## src/logic/srx_pkg.sv

```systemverilog
// Purpose: shared constants of the serial receive status and baud block
// Assumes: AHB-Lite byte addresses, one 32-bit word per register
// Notes:   status fields keep their bit positions in the low byte
package srx_pkg;
  // register byte addresses
  localparam logic [7:0] ADDR_STATUS1 = 8'h00;
  localparam logic [7:0] ADDR_STATUS2 = 8'h04;
  localparam logic [7:0] ADDR_CTRL3   = 8'h08;
  localparam logic [7:0] ADDR_BAUD    = 8'h0c;
  localparam logic [7:0] ADDR_FORMAT  = 8'h10;
  localparam logic [7:0] ADDR_DATA    = 8'h18;
  // primary status fields
  localparam int S1_FULL   = 5;
  localparam int S1_FRAME  = 1;
  localparam int S1_PARITY = 0;
  // secondary status fields
  localparam int S2_BREAK  = 1;
  localparam int S2_RXPROG = 0;
  // control three fields
  localparam int C3_NINTH  = 7;
  localparam int C3_FEIRQ  = 1;
  localparam int C3_PEIRQ  = 0;
  // format fields
  localparam int F_NINE    = 0;
  localparam int F_PAREN   = 1;
  localparam int F_PARODD  = 2;
  // baud select fields
  localparam int B_PRE_LO  = 4;
  localparam int B_DIV_LO  = 0;
  // reset values
  localparam logic [1:0] PRE_RST = 2'h0;
  localparam logic [2:0] DIV_RST = 3'h0;
  localparam logic [2:0] FMT_RST = 3'h0;
  // timing: sample ticks per bit, mid-bit slot, idle length in bits
  localparam int RT_PER_BIT = 16;
  localparam int RT_MID     = 7;
  localparam int IDLE_BITS  = 10;
  localparam int IDLE_TICKS = IDLE_BITS * RT_PER_BIT;
  // fixed part of the rate formula divided by sample ticks per bit
  localparam int PRE_BASE   = 64 / RT_PER_BIT;
  // receiver states
  typedef enum logic [1:0] {
    SRX_IDLE,
    SRX_START,
    SRX_DATA,
    SRX_STOP
  } srx_state_e;
endpackage : srx_pkg

```

## src/logic/srx_top.sv

```systemverilog
// Purpose: receive status flags, data buffer and baud generator
// Assumes: all inputs synchronous to hclk, crystal clock sampled as a level
// Notes:   zero wait state AHB-Lite slave, read data registered
// Functional notes
// zero stop bit sets framing error
// framing error with enable raises error request
// framing error clears: status read, data read
// parity mismatch sets parity error
// parity error with enable raises request
// parity error clears: status read, data read
// reset clears framing, parity, break flags
// break sets break, framing, full flags
// break in nine-bit mode zeroes ninth bit
// break and progress flags raise nothing
// break clears: secondary read, data read
// break rearms only after a one
// zero in first slot sets progress
// false start or idle clears progress
// data reads received, writes transmit, no reset
// software avoids read-modify-write on data
// prescale field picks 1, 3, 4, 13
// divider field picks two to the field
// rate is source over 64*PD*BD
// crystal clock drives the baud generator
// reset zeroes prescale and divider fields
// character into buffer sets full flag
//
// Added by the designer: the AHB-Lite slave port.
`timescale 1ns/1ps
`default_nettype none
module srx_top (
  // clock and reset
  input  wire logic        hclk,
  input  wire logic        hresetn,
  // AHB-Lite slave
  input  wire logic        hsel,
  input  wire logic [7:0]  haddr,
  input  wire logic [1:0]  htrans,
  input  wire logic        hwrite,
  input  wire logic [2:0]  hsize,
  input  wire logic [31:0] hwdata,
  input  wire logic        hready,
  output logic      [31:0] hrdata,
  output logic             hreadyout,
  output logic             hresp,
  // serial side
  input  wire logic        crystal_clock_source,
  input  wire logic        receive_pin,
  // towards transmitter and cpu
  output logic             bit_rate_tick,
  output logic      [7:0]  tx_data,
  output logic             tx_load,
  output logic             serial_error_irq
);
  // prescaler divisor per select code
  function automatic logic [3:0] prescaler_divisor(input logic [1:0] sel);
    unique case (sel)
      2'h0: prescaler_divisor = 4'h1;
      2'h1: prescaler_divisor = 4'h3;
      2'h2: prescaler_divisor = 4'h4;
      2'h3: prescaler_divisor = 4'hd;
    endcase
  endfunction : prescaler_divisor

  // bus address phase decode
  logic             acc;          // valid transfer this cycle
  logic             rd_s1;        // primary status read taken
  logic             rd_s2;        // secondary status read taken
  logic             rd_dat;       // data buffer read taken
  // write data phase
  logic             wr_pend;      // write in data phase
  logic [7:0]       wr_addr;      // its address
  // configuration
  logic [1:0]       baud_prescale_select;
  logic [2:0]       baud_divider_select;
  logic [2:0]       fmt;          // nine-bit, parity enable, odd
  logic             framing_irq_enable;
  logic             parity_irq_enable;
  // flags and buffer
  logic             framing_error_flag;
  logic             parity_error_flag;
  logic             break_detect_flag;
  logic             receive_in_progress;
  logic             receive_full_flag;
  logic             received_ninth_bit;
  logic [7:0]       serial_data_buffer;
  logic             fe_arm, pe_arm, bk_arm, rf_arm;  // clear sequence armed
  logic             seen_one;     // line high since last break
  // baud generator
  logic             xtal_q;       // last crystal level
  logic [5:0]       pre_cnt;
  logic [6:0]       div_cnt;
  logic             pre_tick;
  logic             rt_tick;      // sixteen per bit
  logic [3:0]       bit_rt;       // ticks toward bit rate output
  // receiver
  srx_pkg::srx_state_e state;
  logic [3:0]       rt_cnt;
  logic [3:0]       bit_idx;
  logic [8:0]       shift;
  logic [7:0]       idle_cnt;
  logic             nbits_last;
  logic             par_bad;
  logic             load_ev;      // character lands in buffer
  logic             frame_ev;     // zero stop bit
  logic             break_ev;     // all zero character
  logic             par_ev;       // parity mismatch

  assign acc    = hsel & htrans[1] & hready;
  assign rd_s1  = acc & ~hwrite & (haddr == srx_pkg::ADDR_STATUS1);
  assign rd_s2  = acc & ~hwrite & (haddr == srx_pkg::ADDR_STATUS2);
  assign rd_dat = acc & ~hwrite & (haddr == srx_pkg::ADDR_DATA);

  // slave answers at once, always okay
  always_ff @(posedge hclk or negedge hresetn) begin
    if (!hresetn) begin
      hreadyout <= 1'b0;
      hresp     <= 1'b0;
    end else begin
      hreadyout <= 1'b1;
      hresp     <= 1'b0;
    end
  end

  // capture write address phase
  always_ff @(posedge hclk or negedge hresetn) begin
    if (!hresetn) begin
      wr_pend <= 1'b0;
      wr_addr <= 8'h00;
    end else begin
      wr_pend <= acc & hwrite;
      wr_addr <= haddr;
    end
  end

  // read data registered at the address phase edge, unmapped reads zero
  always_ff @(posedge hclk or negedge hresetn) begin
    if (!hresetn) begin
      hrdata <= 32'h0000_0000;
    end else if (acc && !hwrite) begin
      hrdata <= 32'h0000_0000;
      unique case (haddr)
        srx_pkg::ADDR_STATUS1: begin
          hrdata[srx_pkg::S1_FULL]   <= receive_full_flag;
          hrdata[srx_pkg::S1_FRAME]  <= framing_error_flag;
          hrdata[srx_pkg::S1_PARITY] <= parity_error_flag;
        end
        srx_pkg::ADDR_STATUS2: begin
          hrdata[srx_pkg::S2_BREAK]  <= break_detect_flag;
          hrdata[srx_pkg::S2_RXPROG] <= receive_in_progress;
        end
        srx_pkg::ADDR_CTRL3: begin
          hrdata[srx_pkg::C3_NINTH]  <= received_ninth_bit;
          hrdata[srx_pkg::C3_FEIRQ]  <= framing_irq_enable;
          hrdata[srx_pkg::C3_PEIRQ]  <= parity_irq_enable;
        end
        srx_pkg::ADDR_BAUD: begin
          hrdata[srx_pkg::B_PRE_LO +: 2] <= baud_prescale_select;
          hrdata[srx_pkg::B_DIV_LO +: 3] <= baud_divider_select;
        end
        srx_pkg::ADDR_FORMAT: hrdata[2:0] <= fmt;
        srx_pkg::ADDR_DATA:   hrdata[7:0] <= serial_data_buffer;
        default:              hrdata <= 32'h0000_0000;
      endcase
    end
  end

  // software configuration registers
  always_ff @(posedge hclk or negedge hresetn) begin
    if (!hresetn) begin
      baud_prescale_select <= srx_pkg::PRE_RST;
      baud_divider_select  <= srx_pkg::DIV_RST;
      fmt                  <= srx_pkg::FMT_RST;
      framing_irq_enable   <= 1'b0;
      parity_irq_enable    <= 1'b0;
    end else if (wr_pend) begin
      if (wr_addr == srx_pkg::ADDR_BAUD) begin
        baud_prescale_select <= hwdata[srx_pkg::B_PRE_LO +: 2];
        baud_divider_select  <= hwdata[srx_pkg::B_DIV_LO +: 3];
      end
      if (wr_addr == srx_pkg::ADDR_FORMAT) begin
        fmt <= hwdata[2:0];
      end
      if (wr_addr == srx_pkg::ADDR_CTRL3) begin
        framing_irq_enable <= hwdata[srx_pkg::C3_FEIRQ];
        parity_irq_enable  <= hwdata[srx_pkg::C3_PEIRQ];
      end
    end
  end

  // transmit byte handed on, separate from the receive buffer
  always_ff @(posedge hclk or negedge hresetn) begin
    if (!hresetn) begin
      tx_data <= 8'h00;
      tx_load <= 1'b0;
    end else begin
      tx_load <= wr_pend && (wr_addr == srx_pkg::ADDR_DATA);
      if (wr_pend && (wr_addr == srx_pkg::ADDR_DATA)) begin
        tx_data <= hwdata[7:0];
      end
    end
  end

  // crystal edges counted through prescaler then divider
  assign pre_tick = (crystal_clock_source & ~xtal_q) &&
    (pre_cnt == 6'(srx_pkg::PRE_BASE * prescaler_divisor(baud_prescale_select) - 1));
  assign rt_tick  = pre_tick &&
    (div_cnt == 7'((8'h01 << baud_divider_select) - 8'h01));

  // baud counters; rate = source / (4*PD) / BD / 16
  always_ff @(posedge hclk or negedge hresetn) begin
    if (!hresetn) begin
      xtal_q  <= 1'b0;
      pre_cnt <= 6'h00;
      div_cnt <= 7'h00;
    end else begin
      xtal_q <= crystal_clock_source;
      if (pre_tick) begin
        pre_cnt <= 6'h00;
        div_cnt <= rt_tick ? 7'h00 : div_cnt + 7'h01;
      end else if (crystal_clock_source && !xtal_q) begin
        pre_cnt <= pre_cnt + 6'h01;
      end
    end
  end

  // bit rate pulse shared with the transmitter
  always_ff @(posedge hclk or negedge hresetn) begin
    if (!hresetn) begin
      bit_rt        <= 4'h0;
      bit_rate_tick <= 1'b0;
    end else begin
      bit_rate_tick <= rt_tick && (bit_rt == 4'(srx_pkg::RT_PER_BIT - 1));
      if (rt_tick) begin
        bit_rt <= bit_rt + 4'h1;
      end
    end
  end

  // character end conditions, evaluated at stop bit sample
  assign nbits_last = (bit_idx == (fmt[srx_pkg::F_NINE] ? 4'h8 : 4'h7));
  assign par_bad = fmt[srx_pkg::F_PAREN] &&
    ((^shift[8:0] ^ ~fmt[srx_pkg::F_NINE] & shift[8]) != fmt[srx_pkg::F_PARODD]);
  assign frame_ev = rt_tick && (state == srx_pkg::SRX_STOP) &&
    (rt_cnt == 4'(srx_pkg::RT_PER_BIT - 1)) && !receive_pin;
  assign break_ev = frame_ev && (shift == 9'h000);
  assign load_ev  = rt_tick && (state == srx_pkg::SRX_STOP) &&
    (rt_cnt == 4'(srx_pkg::RT_PER_BIT - 1));
  assign par_ev   = load_ev && !break_ev && par_bad;

  // receive sequencer, sampling mid-bit
  always_ff @(posedge hclk or negedge hresetn) begin
    if (!hresetn) begin
      state   <= srx_pkg::SRX_IDLE;
      rt_cnt  <= 4'h0;
      bit_idx <= 4'h0;
      shift   <= 9'h000;
    end else if (rt_tick) begin
      unique case (state)
        srx_pkg::SRX_IDLE: begin
          rt_cnt  <= 4'h0;
          bit_idx <= 4'h0;
          if (!receive_pin) begin
            state <= srx_pkg::SRX_START;
          end
        end
        srx_pkg::SRX_START: begin
          rt_cnt <= rt_cnt + 4'h1;
          if (rt_cnt == 4'(srx_pkg::RT_MID)) begin
            rt_cnt <= 4'h0;
            // high at mid start is a false start
            state  <= receive_pin ? srx_pkg::SRX_IDLE : srx_pkg::SRX_DATA;
          end
        end
        srx_pkg::SRX_DATA: begin
          rt_cnt <= rt_cnt + 4'h1;
          if (rt_cnt == 4'(srx_pkg::RT_PER_BIT - 1)) begin
            // lsb first into the low end
            shift[bit_idx] <= receive_pin;
            bit_idx        <= bit_idx + 4'h1;
            if (nbits_last) begin
              state <= srx_pkg::SRX_STOP;
            end
          end
        end
        srx_pkg::SRX_STOP: begin
          rt_cnt <= rt_cnt + 4'h1;
          if (rt_cnt == 4'(srx_pkg::RT_PER_BIT - 1)) begin
            state <= srx_pkg::SRX_IDLE;
            shift <= 9'h000;
          end
        end
      endcase
    end
  end

  // consecutive high ticks while idle
  always_ff @(posedge hclk or negedge hresetn) begin
    if (!hresetn) begin
      idle_cnt <= 8'h00;
    end else if (rt_tick) begin
      if (!receive_pin || state != srx_pkg::SRX_IDLE) begin
        idle_cnt <= 8'h00;
      end else if (idle_cnt != 8'(srx_pkg::IDLE_TICKS)) begin
        idle_cnt <= idle_cnt + 8'h01;
      end
    end
  end

  // reception in progress, no request from it
  always_ff @(posedge hclk or negedge hresetn) begin
    if (!hresetn) begin
      receive_in_progress <= 1'b0;
    end else if (rt_tick) begin
      if (state == srx_pkg::SRX_IDLE && !receive_pin) begin
        receive_in_progress <= 1'b1;
      end else if (state == srx_pkg::SRX_START && rt_cnt == 4'(srx_pkg::RT_MID)
                   && receive_pin) begin
        receive_in_progress <= 1'b0;
      end else if (idle_cnt == 8'(srx_pkg::IDLE_TICKS - 1) && receive_pin
                   && state == srx_pkg::SRX_IDLE) begin
        receive_in_progress <= 1'b0;
      end
    end
  end

  // buffer and ninth bit, untouched by reset
  always_ff @(posedge hclk) begin
    if (load_ev) begin
      serial_data_buffer <= shift[7:0];
      if (break_ev) begin
        received_ninth_bit <= 1'b0;
      end else begin
        received_ninth_bit <= fmt[srx_pkg::F_NINE] ? shift[8] : shift[7];
      end
    end
  end

  // clear sequence: status read with flag set arms, data read clears
  always_ff @(posedge hclk or negedge hresetn) begin
    if (!hresetn) begin
      fe_arm <= 1'b0;
      pe_arm <= 1'b0;
      rf_arm <= 1'b0;
      bk_arm <= 1'b0;
    end else begin
      fe_arm <= rd_s1 ? framing_error_flag : (rd_dat ? 1'b0 : fe_arm);
      pe_arm <= rd_s1 ? parity_error_flag  : (rd_dat ? 1'b0 : pe_arm);
      rf_arm <= rd_s1 ? receive_full_flag  : (rd_dat ? 1'b0 : rf_arm);
      bk_arm <= rd_s2 ? break_detect_flag  : (rd_dat ? 1'b0 : bk_arm);
    end
  end

  // sticky flags, a new event wins over a clear
  always_ff @(posedge hclk or negedge hresetn) begin
    if (!hresetn) begin
      framing_error_flag <= 1'b0;
      parity_error_flag  <= 1'b0;
      break_detect_flag  <= 1'b0;
      receive_full_flag  <= 1'b0;
    end else begin
      if (frame_ev) begin
        framing_error_flag <= 1'b1;
      end else if (rd_dat && fe_arm) begin
        framing_error_flag <= 1'b0;
      end
      if (par_ev) begin
        parity_error_flag <= 1'b1;
      end else if (rd_dat && pe_arm) begin
        parity_error_flag <= 1'b0;
      end
      if (break_ev && seen_one) begin
        break_detect_flag <= 1'b1;
      end else if (rd_dat && bk_arm) begin
        break_detect_flag <= 1'b0;
      end
      if (load_ev) begin
        receive_full_flag <= 1'b1;
      end else if (rd_dat && rf_arm) begin
        receive_full_flag <= 1'b0;
      end
    end
  end

  // line must go high again before the next break counts
  always_ff @(posedge hclk or negedge hresetn) begin
    if (!hresetn) begin
      seen_one <= 1'b1;
    end else if (break_ev) begin
      seen_one <= 1'b0;
    end else if (rt_tick && receive_pin) begin
      seen_one <= 1'b1;
    end
  end

  // error request only from framing and parity
  always_ff @(posedge hclk or negedge hresetn) begin
    if (!hresetn) begin
      serial_error_irq <= 1'b0;
    end else begin
      serial_error_irq <= (framing_error_flag & framing_irq_enable) |
                          (parity_error_flag & parity_irq_enable);
    end
  end
endmodule : srx_top
`default_nettype wire

```

## config.mk

```make
export PLATFORM = sky130hd
export DESIGN_NAME = srx_top
export DESIGN_NICKNAME = d
export VERILOG_FILES = /design/src/logic/srx_pkg.sv /design/src/logic/srx_top.sv
export SDC_FILE = /design/constraint.sdc
export NUM_CORES = 1
export LEC_CHECK = 0
export ABC_CLOCK_PERIOD_IN_PS = 2150
export BUFFER_PORTS_ARGS = -buffer_cell sky130_fd_sc_hd__clkbuf_2
export CAP_MARGIN = 20
export CORE_UTILIZATION = 53
export CTS_BUF_LIST = sky130_fd_sc_hd__clkbuf_8
export DETAILED_ROUTE_END_ITERATION = 10
export GPL_ROUTABILITY_DRIVEN = 1
export HOLD_SLACK_MARGIN = 0.1
export PLACE_DENSITY = 0.79
export SLEW_MARGIN = 30
export SYNTH_ARGS = -nofsm -noshare
export SYNTH_HDL_FRONTEND = slang
export SYNTH_SLANG_ARGS = --single-unit
```

## constraint.sdc

```tcl
create_clock -name hclk -period 2.15 [get_ports hclk]
set_input_delay 0.1075 -clock hclk [delete_from_list [all_inputs] [get_ports hclk]]
set_output_delay 0.1075 -clock hclk [all_outputs]
set_load 0.01 [all_outputs]
```

== After elaboration in Yosys (flattened, before gate mapping) ==
Index checks and enable logic that the tools add are counted.

* Add/subtract/negate cells: 8
* Multiply operators: 0
* Div/mod/pow operators: 0
* Magnitude comparators: 2
* Eq/ne operators: 29
* Shifts and indexed selects: 1
* Mux-type cells: 50
* Bitwise operators: 16
* Reductions and logical operators: 57

{| class="wikitable"
|+ Operators with widths
! operator !! number
|-
| == test 8 x 4 -> 1 bit (second input constant) || 4
|-
| == test 8 x 5 -> 1 bit (second input constant) || 4
|-
| logical AND 1 bit || 25
|-
| nonzero test 2 bit || 12
|-
| 2-to-1 mux 1 bit || 22
|-
| 2-to-1 mux 9 bit || 2
|-
| case mux 9 bit (2 select lines) || 1
|-
| 2-to-1 mux 8 bit || 2
|-
| case mux 4 bit (4 select lines) || 1
|-
| adder 4 x 1 -> 4 bit (second input constant) || 3
|-
| 2-to-1 mux 2 bit || 6
|-
| 2-to-1 mux 4 bit || 3
|-
| 2-to-1 mux 6 bit || 2
|-
| case mux 2 bit (6 select lines) || 1
|-
| case mux 4 bit (3 select lines) || 1
|-
| bitwise AND 1 bit || 11
|-
| AND reduction 2 bit || 5
|-
| bitwise mux 9 bit || 1
|-
| zero test 9 bit || 1
|-
| parity 9 bit || 1
|-
| adder 8 x 1 -> 8 bit (second input constant) || 1
|-
| == test 2 bit (second input constant) || 4
|-
| == test 4 bit (second input constant) || 2
|-
| == test 8 x 3 -> 1 bit (second input constant) || 1
|-
| 35 further kinds || 47
|}

* Flip-flop bits (word level): 103
* Bits in latches: 0
* Bits in writable memories: 0
* ROM bits: 0
* Input port bits: 52
* Output and inout port bits: 45
* Logic and storage cells: 197
* Memories: 0

== Longest topological paths before layout ==
Gate-level depths: netlist of the first run.

* Word-level depth: 14
* Depth in mapped cells: 8
* Depth with buffers taken out: 7

== Worst setup path before layout of the first run ==
Ideal clock, no wire load.

* Path type: flip-flop to flip-flop
* Start point: register baud_prescale_select[1]
* End point: register received_ninth_bit (enable)
* Setup time: 0.330 ns
* Arrival time: 2.065 ns
* Required time: 1.820 ns
* Setup slack: -0.245 ns
* Cell stages (with the launch flop): 7
* Buffers on the path: 0
* Period minus slack after synthesis: 2.395 ns
* Cells stage by stage: dfrtp_1 ha_1 or3_4 a2111oi_4 o21a_2 nand3_1 inv_1

* Word-level cells in the longest chain between the ends: 8
* Elaborated cells on any way between the ends: 11
* Those cells by class: add/sub (1); eq/ne (4); mux (1); reduce/logical (5)

{| class="wikitable"
|+ RTL lines
! what !! line !! text
|-
| from (decl) || srx_top.sv:74 || <nowiki>logic [1:0] baud_prescale_select;</nowiki>
|-
| from (signal assigned) || srx_top.sv:171 || <nowiki>baud_prescale_select <= srx_pkg::PRE_RST;</nowiki>
|-
| from (signal assigned) || srx_top.sv:178 || <nowiki>baud_prescale_select <= hwdata[srx_pkg::B_PRE_LO +: 2];</nowiki>
|-
| == test 2 bit, or another cell as far along || srx_top.sv:57 || <nowiki>unique case (sel)</nowiki>
|-
| case mux 4 bit (4 select lines) (*) || srx_top.sv:57 ||
|-
| subtractor 6 x 1 -> 6 bit (*) || srx_top.sv:206 || <nowiki>(pre_cnt == 6'(srx_pkg::PRE_BASE * prescaler_divisor(baud_prescale_select) - 1));</nowiki>
|-
| == test 6 bit (*) || srx_top.sv:206 ||
|-
| logical AND 1 bit (*) || srx_top.sv:205 || <nowiki>assign pre_tick = (crystal_clock_source & ~xtal_q) &&</nowiki>
|-
| logical AND 1 bit (*) || srx_top.sv:207 || <nowiki>assign rt_tick = pre_tick &&</nowiki>
|-
| logical AND 1 bit (*) (2 in a row) || srx_top.sv:247 || <nowiki>assign load_ev = rt_tick && (state == srx_pkg::SRX_STOP) &&</nowiki>
|-
| named net load_ev || srx_top.sv:104 || <nowiki>logic load_ev;</nowiki>
|-
| to (signal assigned) || srx_top.sv:334 || <nowiki>received_ninth_bit <= fmt[srx_pkg::F_NINE] ? shift[8] : shift[7];</nowiki>
|-
| to (decl) || srx_top.sv:85 || <nowiki>logic received_ninth_bit;</nowiki>
|}

The timed path passes the listed nets; every way through them passes the cells marked *.
A chain may end at the register's enable or synchronous reset.

== Final worst setup path of the first run ==
* Start point: register baud_prescale_select[1]
* End point: register receive_in_progress

* Word-level cells in the longest chain between the ends: 7
* Elaborated cells on any way between the ends: 10
* Those cells by class: add/sub (1); eq/ne (4); mux (1); reduce/logical (4)

{| class="wikitable"
|+ RTL lines
! what !! line !! text
|-
| == test 2 bit, or another cell as far along || srx_top.sv:57 ||
|-
| case mux 4 bit (4 select lines) (*) || srx_top.sv:57 ||
|-
| subtractor 6 x 1 -> 6 bit (*) || srx_top.sv:206 ||
|-
| == test 6 bit (*) || srx_top.sv:206 ||
|-
| logical AND 1 bit (*) || srx_top.sv:205 ||
|-
| logical AND 1 bit (*) || srx_top.sv:207 ||
|-
| AND reduction 2 bit (no line) (*) || - ||
|-
| to (signal assigned) || srx_top.sv:313 || <nowiki>receive_in_progress <= 1'b0;</nowiki>
|-
| to (signal assigned) || srx_top.sv:316 || <nowiki>receive_in_progress <= 1'b1;</nowiki>
|-
| to (signal assigned) || srx_top.sv:319 || <nowiki>receive_in_progress <= 1'b0;</nowiki>
|-
| to (decl) || srx_top.sv:83 || <nowiki>logic receive_in_progress;</nowiki>
|}

Every way passes the cells marked *; elsewhere a longest branch is shown, timed or not.

==> results.json, run 1 <==
{
  "wl_um": 14200,
  "ys_ff_latch": 103,
  "tightest_slew_ps": 604,
  "ff2ff_setup_slack_ps": -150,
  "clk_latency_ps": 380,
  "synth_top_area_frac": 0.422,
  "synthesis.area_um2": 5520,
  "ys_warn_count": 0,
  "r2r-start": "baud_prescale_select[1]",
  "cp-end-kind": "flop",
  "gp_congestion": 0.855,
  "initial_utilization": 0.555,
  "required_ps": 2390,
  "worstHoldEndpoint": "hrdata[2]",
  "dr.pass1.iters": 5,
  "final_util": 0.714,
  "core-area_um2": 9950,
  "drive_above_1_share": 0.339,
  "final.setup.tns_ps": -2730,
  "finish.instance_area_um2": 7110,
  "holdWs_ps": 261,
  "maxSlewViolCount": 0,
  "peakVddDrop_mv": 0.327,
  "drc": 0,
  "finClkSkew_ps": 9.63,
  "hold_violations": 0,
  "core.rowCount": 36,
  "antenna_left": 0,
  "rr_endpoint": "receive_in_progress",
  "grt_pass1_vias": 4635,
  "ys_types": 71,
  "clock_path_buffers": 2,
  "rr_worst_depth": 8,
  "crit_path_start_kind": "flop",
  "violations": "negative setup slack",
  "fmax_mhz": 434,
  "max_slew_margin": 0.597,
  "ys.flop_type": "dfrtp_1",
  "area_growth_pct": 28.8,
  "htree_levels": 3,
  "synthArstFlopShare": 0.913,
  "cts-root-buf": "clkbuf_8",
  "n_fill_cell": 653,
  "grt_max_degree": 49,
  "cts_tree": "done",
  "cts_num_sinks": 103,
  "antenna_found_initial": 0,
  "ys_seq_area_frac": 0.475,
  "fin_crit_sh": 1.07,
  "power_density_nw_per_um2": 533,
  "status": "finished with violations",
  "placed_area_um2": 6090,
  "antenna_cells": 0,
  "die_w_um": 104,
  "leakage_nw": 3.14,
  "post-dp-hpwl_um": 8650,
  "fp.dieArea_um2": 10800,
  "synth.area.top_cells": "dfrtp_1 (42%), edfxtp_1 (4.9%), mux2_2 (4.1%), o21ai_0 (3.9%), ha_1 (3.6%)",
  "first_iter_violations": 239,
  "clkTransAtPathRegs_ps": 100,
  "syn_inst": 527,
  "yosys.area.top_type": "dfrtp_1",
  "avgViaCountPerCell": 6.01,
  "min_from": "hready",
  "avgRoutedWirePerCell_um": 18.3,
  "grt-ovfl-total": 0,
  "path_class": "flop to flop",
  "vias": 4649,
  "grt_usage": 0.259,
  "regArea_um2": 2620,
  "boundaryPins": 97,
  "arrival_ps": 2550,
  "die_h_um": 104,
  "fin_ws_ps": -154,
  "multiInputGateArea_um2": 3030,
  "cap_violations": 0,
  "port_buffers": 43,
  "layout_min_cycle_time_ps": 2300,
  "rsz0062_at_grt": "yes",
  "nNetsFinal": 705,
  "syn_avg_cell_area_um2": 10.5,
  "grt_pass1_wl_um": 22400,
  "min_path_cells": 4,
  "cts_made_buffers": 9,
  "finalSetupViolations": 42,
  "hp-class": "primary input to flop",
  "synth_edf_count": 9,
  "critPathMaxFanout": 9
}
## state kept, by name, indices dropped and copies added, names as in the netlist, 2 cells and up, named ones only
register              count
bit_idx                   4
hrdata                    8
idle_cnt                  8
serial_data_buffer        8
tx_data                   8
baud_divider_select       3
wr_addr                   8
fmt                       3
bit_rt                    4
shift                     9
baud_prescale_select      2
rt_cnt                    4
pre_cnt                   6
div_cnt                   7
## area by class of cell
class                   instances  share of cell area
clock buffers                   9              0.0174
clock inverters                 6             0.00721
inverters                      26              0.0144
multi-input cells             370               0.427
flip-flops and latches        103               0.369
well taps                     133              0.0234
repair buffers                126               0.141
repair inverters                1            0.000880
## cell usage after synthesis, types with 4 or more instances
cell / number
a21o_1: 4
nand4b_1: 7
and2_1: 4
xor2_1: 5
edfxtp_1: 9
buf_4: 26
mux2i_1: 12
and3_1: 5
nand4_1: 7
nor4_1: 5
nand3_1: 21
nor2b_1: 4
nor3_1: 16
inv_1: 25
nand3b_1: 6
a31oi_1: 6
buf_2: 6
o31ai_1: 18
o211ai_1: 6
clkbuf_1: 18
a22o_1: 6
nor2_1: 15
mux2_2: 20
a21oi_1: 5
o21ai_0: 43
ha_1: 16
nand2_1: 39
dfrtp_1: 93
xnor2_1: 9
## kinds of logic (layout without fill, tap and decap cells)
| logic type | after synthesis | count (layout) | share of synthesized area |
|---|---|---|---|
| compound gates | 121 | 121 | 0.156 |
| buf+inv | 79 | 168 | 0.0741 |
| other cells | 2 | 26 | 0.00136 |
| xor+xnor | 14 | 14 | 0.0222 |
| simple gates | 158 | 159 | 0.164 |
| mux | 34 | 34 | 0.0707 |
| fa+ha+maj | 16 | 16 | 0.0363 |
| flops | 103 | 103 | 0.475 |
## timing repair
| item | CTS | global route |
|---|---|---|
| hold endpoints to repair | 77 | 0 |
| hold buffers | 21 | 0 |
| setup buffers | 10 | 7 |
| pin swaps | 9 | 18 |
| gates cloned | 2 | 2 |
| setup endpoints to repair | 45 | 62 |
| gates resized for setup | 52 | 54 |
## routing by layer
| layer | GRT usage | up-vias | routed length (um) |
|---|---|---|---|
| met5 | 0 | - | 0 |
| met4 | 0.0765 | 0 | 311 |
| met3 | 0.0395 | 39 | 690 |
| met2 | 0.474 | 183 | 7570 |
| met1 | 0.313 | 2309 | 5620 |
| li1 | - | 2118 | - |
## cells in the final DEF, fill, tap and decap left out, drive strengths merged, types with 15 or more instances in the layout
cell	Yosys	final
buf	35	62
dlygate4sd3	0	21
inv	26	30
mux2	20	20
nand3	21	21
nor3	17	17
o31ai	18	18
o21ai	45	45
clkbuf	18	52
ha	16	16
conb	2	26
nor2	15	15
nand2	40	41
dfrtp	93	93
## power by group
group          total, mW  switching (mW)  internal (mW)
logic              0.548           0.303          0.245
registers           2.10          0.0709           2.03
clock network       1.14           0.709          0.434
total               3.79            1.08           2.70
## per-stage QoR
stage	worst slack, ps	instances	power (mW)
after CTS	-153	768	3.76
final	-154	774	3.79
after detailed placement	-169	720	2.58
after global routing	-245	774	3.94
after floorplan	-12.2	551	2.39
after global placement	-118	720	2.55
## worst max-delay path, stage by stage, from the launching register on
cell	delay [ps]
dfrtp_1	420
ha_2	190
or3_4	340
a2111oi_4	340
buf_4	190
o21ai_4	120
buf_12	200
o31ai_4	250
o41ai_2	120
## worst max-delay path by stage
stage	start	end	slack, ps	cells past startpoint
floorplan	baud_prescale_select[1]	rt_cnt[3]	-10	7
global placement	baud_prescale_select[0]	state[0]	-120	6
detailed placement	baud_prescale_select[0]	state[0]	-170	6
CTS	baud_prescale_select[1]	state[0]	-150	8
global route	baud_prescale_select[1]	receive_in_progress	-250	8
finish	baud_prescale_select[1]	receive_in_progress	-150	8
(Power assumes the default switching activity.)
==> run 2, diff against run 1 <==
Settings changed: PLACE_DENSITY 0.79 to 0.91.
==> results.json, run 2 (synthesis gave the netlist of run 1 again) <==
{
  "final_cell_mix": "dfrtp_1 (90), buf_4 (46), clkbuf_2 (42), nand2_1 (38), o21ai_0 (28)",
  "min_from": "receive_pin",
  "port_buffers": 43,
  "core.rowCount": 36,
  "vias": 4648,
  "grt_usage": 0.258,
  "r2r-start": "baud_prescale_select[0]",
  "cts_made_buffers": 9,
  "leakage_nw": 3.04,
  "crit_path_start_kind": "flop",
  "cp_slowest_stage_delay_ps": 410,
  "final_cell_count_no_fill": 767,
  "grt_pass1_vias": 4446,
  "finalSetupViolations": 42,
  "finClkSkew_ps": 15.3,
  "worstHoldEndpoint": "framing_error_flag",
  "cts_tree": "done",
  "fin_crit_sh": 1.05,
  "nNetsFinal": 697,
  "dp_cells": 723,
  "min_path_cells": 3,
  "tightest_slew_ps": 784,
  "violations": "negative setup slack",
  "drive_above_1_share": 0.323,
  "crit_family": "simple AND/OR/NAND/NOR gates",
  "hp-class": "primary input to flop",
  "die_h_um": 104,
  "finish.instance_area_um2": 6920,
  "grt_pass1_wl_um": 22200,
  "fp.dieArea_um2": 10800,
  "status": "finished with violations",
  "final.setup.tns_ps": -2240,
  "dr.pass1.iters": 5,
  "fin_ws_ps": -109,
  "maxSlewViolCount": 0,
  "max_slew_margin": 0.470,
  "peakVddDrop_mv": 0.406,
  "antenna_left": 0,
  "critPathSlowestCell": "dfrtp_1",
  "layout_min_cycle_time_ps": 2260,
  "path_class": "flop to flop",
  "ff2ff_setup_slack_ps": -110,
  "htree_levels": 3,
  "area_growth_pct": 25.4,
  "antenna_cells": 0,
  "hold_violations": 0,
  "rr_worst_depth": 8,
  "avgViaCountPerCell": 6.06,
  "clkTransAtPathRegs_ps": 110,
  "required_ps": 2460,
  "wl_um": 14500,
  "placed_area_um2": 6080,
  "drc": 0,
  "cp-end-kind": "flop",
  "initial_utilization": 0.555,
  "arrival_ps": 2570,
  "largest_reg_flops": 9,
  "cts_num_sinks": 103,
  "holdWs_ps": 173,
  "antenna_found_initial": 0,
  "cp_num_buf_inv": 2,
  "clk_latency_ps": 390,
  "boundaryPins": 97,
  "grt_max_degree": 62,
  "rsz0062_at_grt": "yes",
  "grt-ovfl-total": 0,
  "core-area_um2": 9950,
  "top_register": "shift",
  "path_cells": "ha_2 -> or3_4 -> a2111oi_4 -> buf_4 -> o21ai_4 -> buf_12 -> nor3_2 -> mux2i_1",
  "die_w_um": 104,
  "post-dp-hpwl_um": 8710,
  "rr_endpoint": "shift[3]",
  "final_common_cell": "dfrtp_1",
  "cap_violations": 0,
  "gp_congestion": 0.850,
  "fmax_mhz": 443,
  "critPathMaxFanout": 9,
  "first_iter_violations": 363,
  "power_density_nw_per_um2": 564,
  "cts-root-buf": "clkbuf_8",
  "avgRoutedWirePerCell_um": 18.9,
  "clock_path_buffers": 2
}
-- run 2: layout make-up --
type	instances	area [um2]
well taps	133	166
inverters	26	103
clock buffers	10	138
fillers	674	3030
repair buffers	119	897
repair inverters	1	6.26
flip-flops and latches	103	2630
multi-input cells	369	2920
clock inverters	6	62.6
-- run 2: worst max path at each step --
stage | slack, ps | start | endpoint | cells after the start
2_1_floorplan | -10 | baud_prescale_select[1] | rt_cnt[3] | 7
3_3_place_gp | -50 | baud_prescale_select[0] | state[0] | 7
3_5_place_dp | -140 | baud_divider_select[1] | bit_idx[2] | 6
4_1_cts | -80 | baud_prescale_select[0] | bit_idx[2] | 8
5_1_grt | -220 | baud_prescale_select[0] | shift[3] | 8
6_report | -110 | baud_prescale_select[0] | shift[3] | 8
-- run 2: layer usage --
metal	vias to the layer above	part of all wire	GRT usage	wire length, um
met3	30	0.053	0.0545	770
met4	0	0.021	0.0694	307
met5	-	0	0	0
met1	2340	0.38	0.313	5510
li1	2096	-	-	-
met2	182	0.55	0.465	7950
-- run 2: timing repair --
| action | 4_1_cts | 5_1_grt |
|---|---|---|
| hold buffers | 20 | 0 |
| pin swaps | 4 | 11 |
| endpoints found under the hold margin | 86 | 0 |
| endpoints found under the setup margin | 47 | 56 |
| cloned | 1 | 0 |
| resized for setup | 42 | 51 |
| setup buffers | 2 | 5 |
-- run 2: tightest hold or removal path, cell delays in order --
cell,delay [ps]
clkbuf_2,120
buf_4,220
o21ai_2,90
-- run 2: metrics by stage --
stage | util | setup slack, ps | power (mW)
after detailed placement | 0.611 | -145 | 2.58
final | 0.695 | -109 | 3.90
after floorplan | - | -12.2 | 2.39
after CTS | 0.670 | -83.1 | 3.84
after global routing | 0.695 | -216 | 4.07
after global placement | 0.611 | -51.6 | 2.55
-- run 2: power by group --
part	switching [mW]	total (mW)	internal, mW
logic	0.318	0.565	0.247
clock network	0.747	1.23	0.486
registers	0.0779	2.10	2.03
total	1.14	3.90	2.76
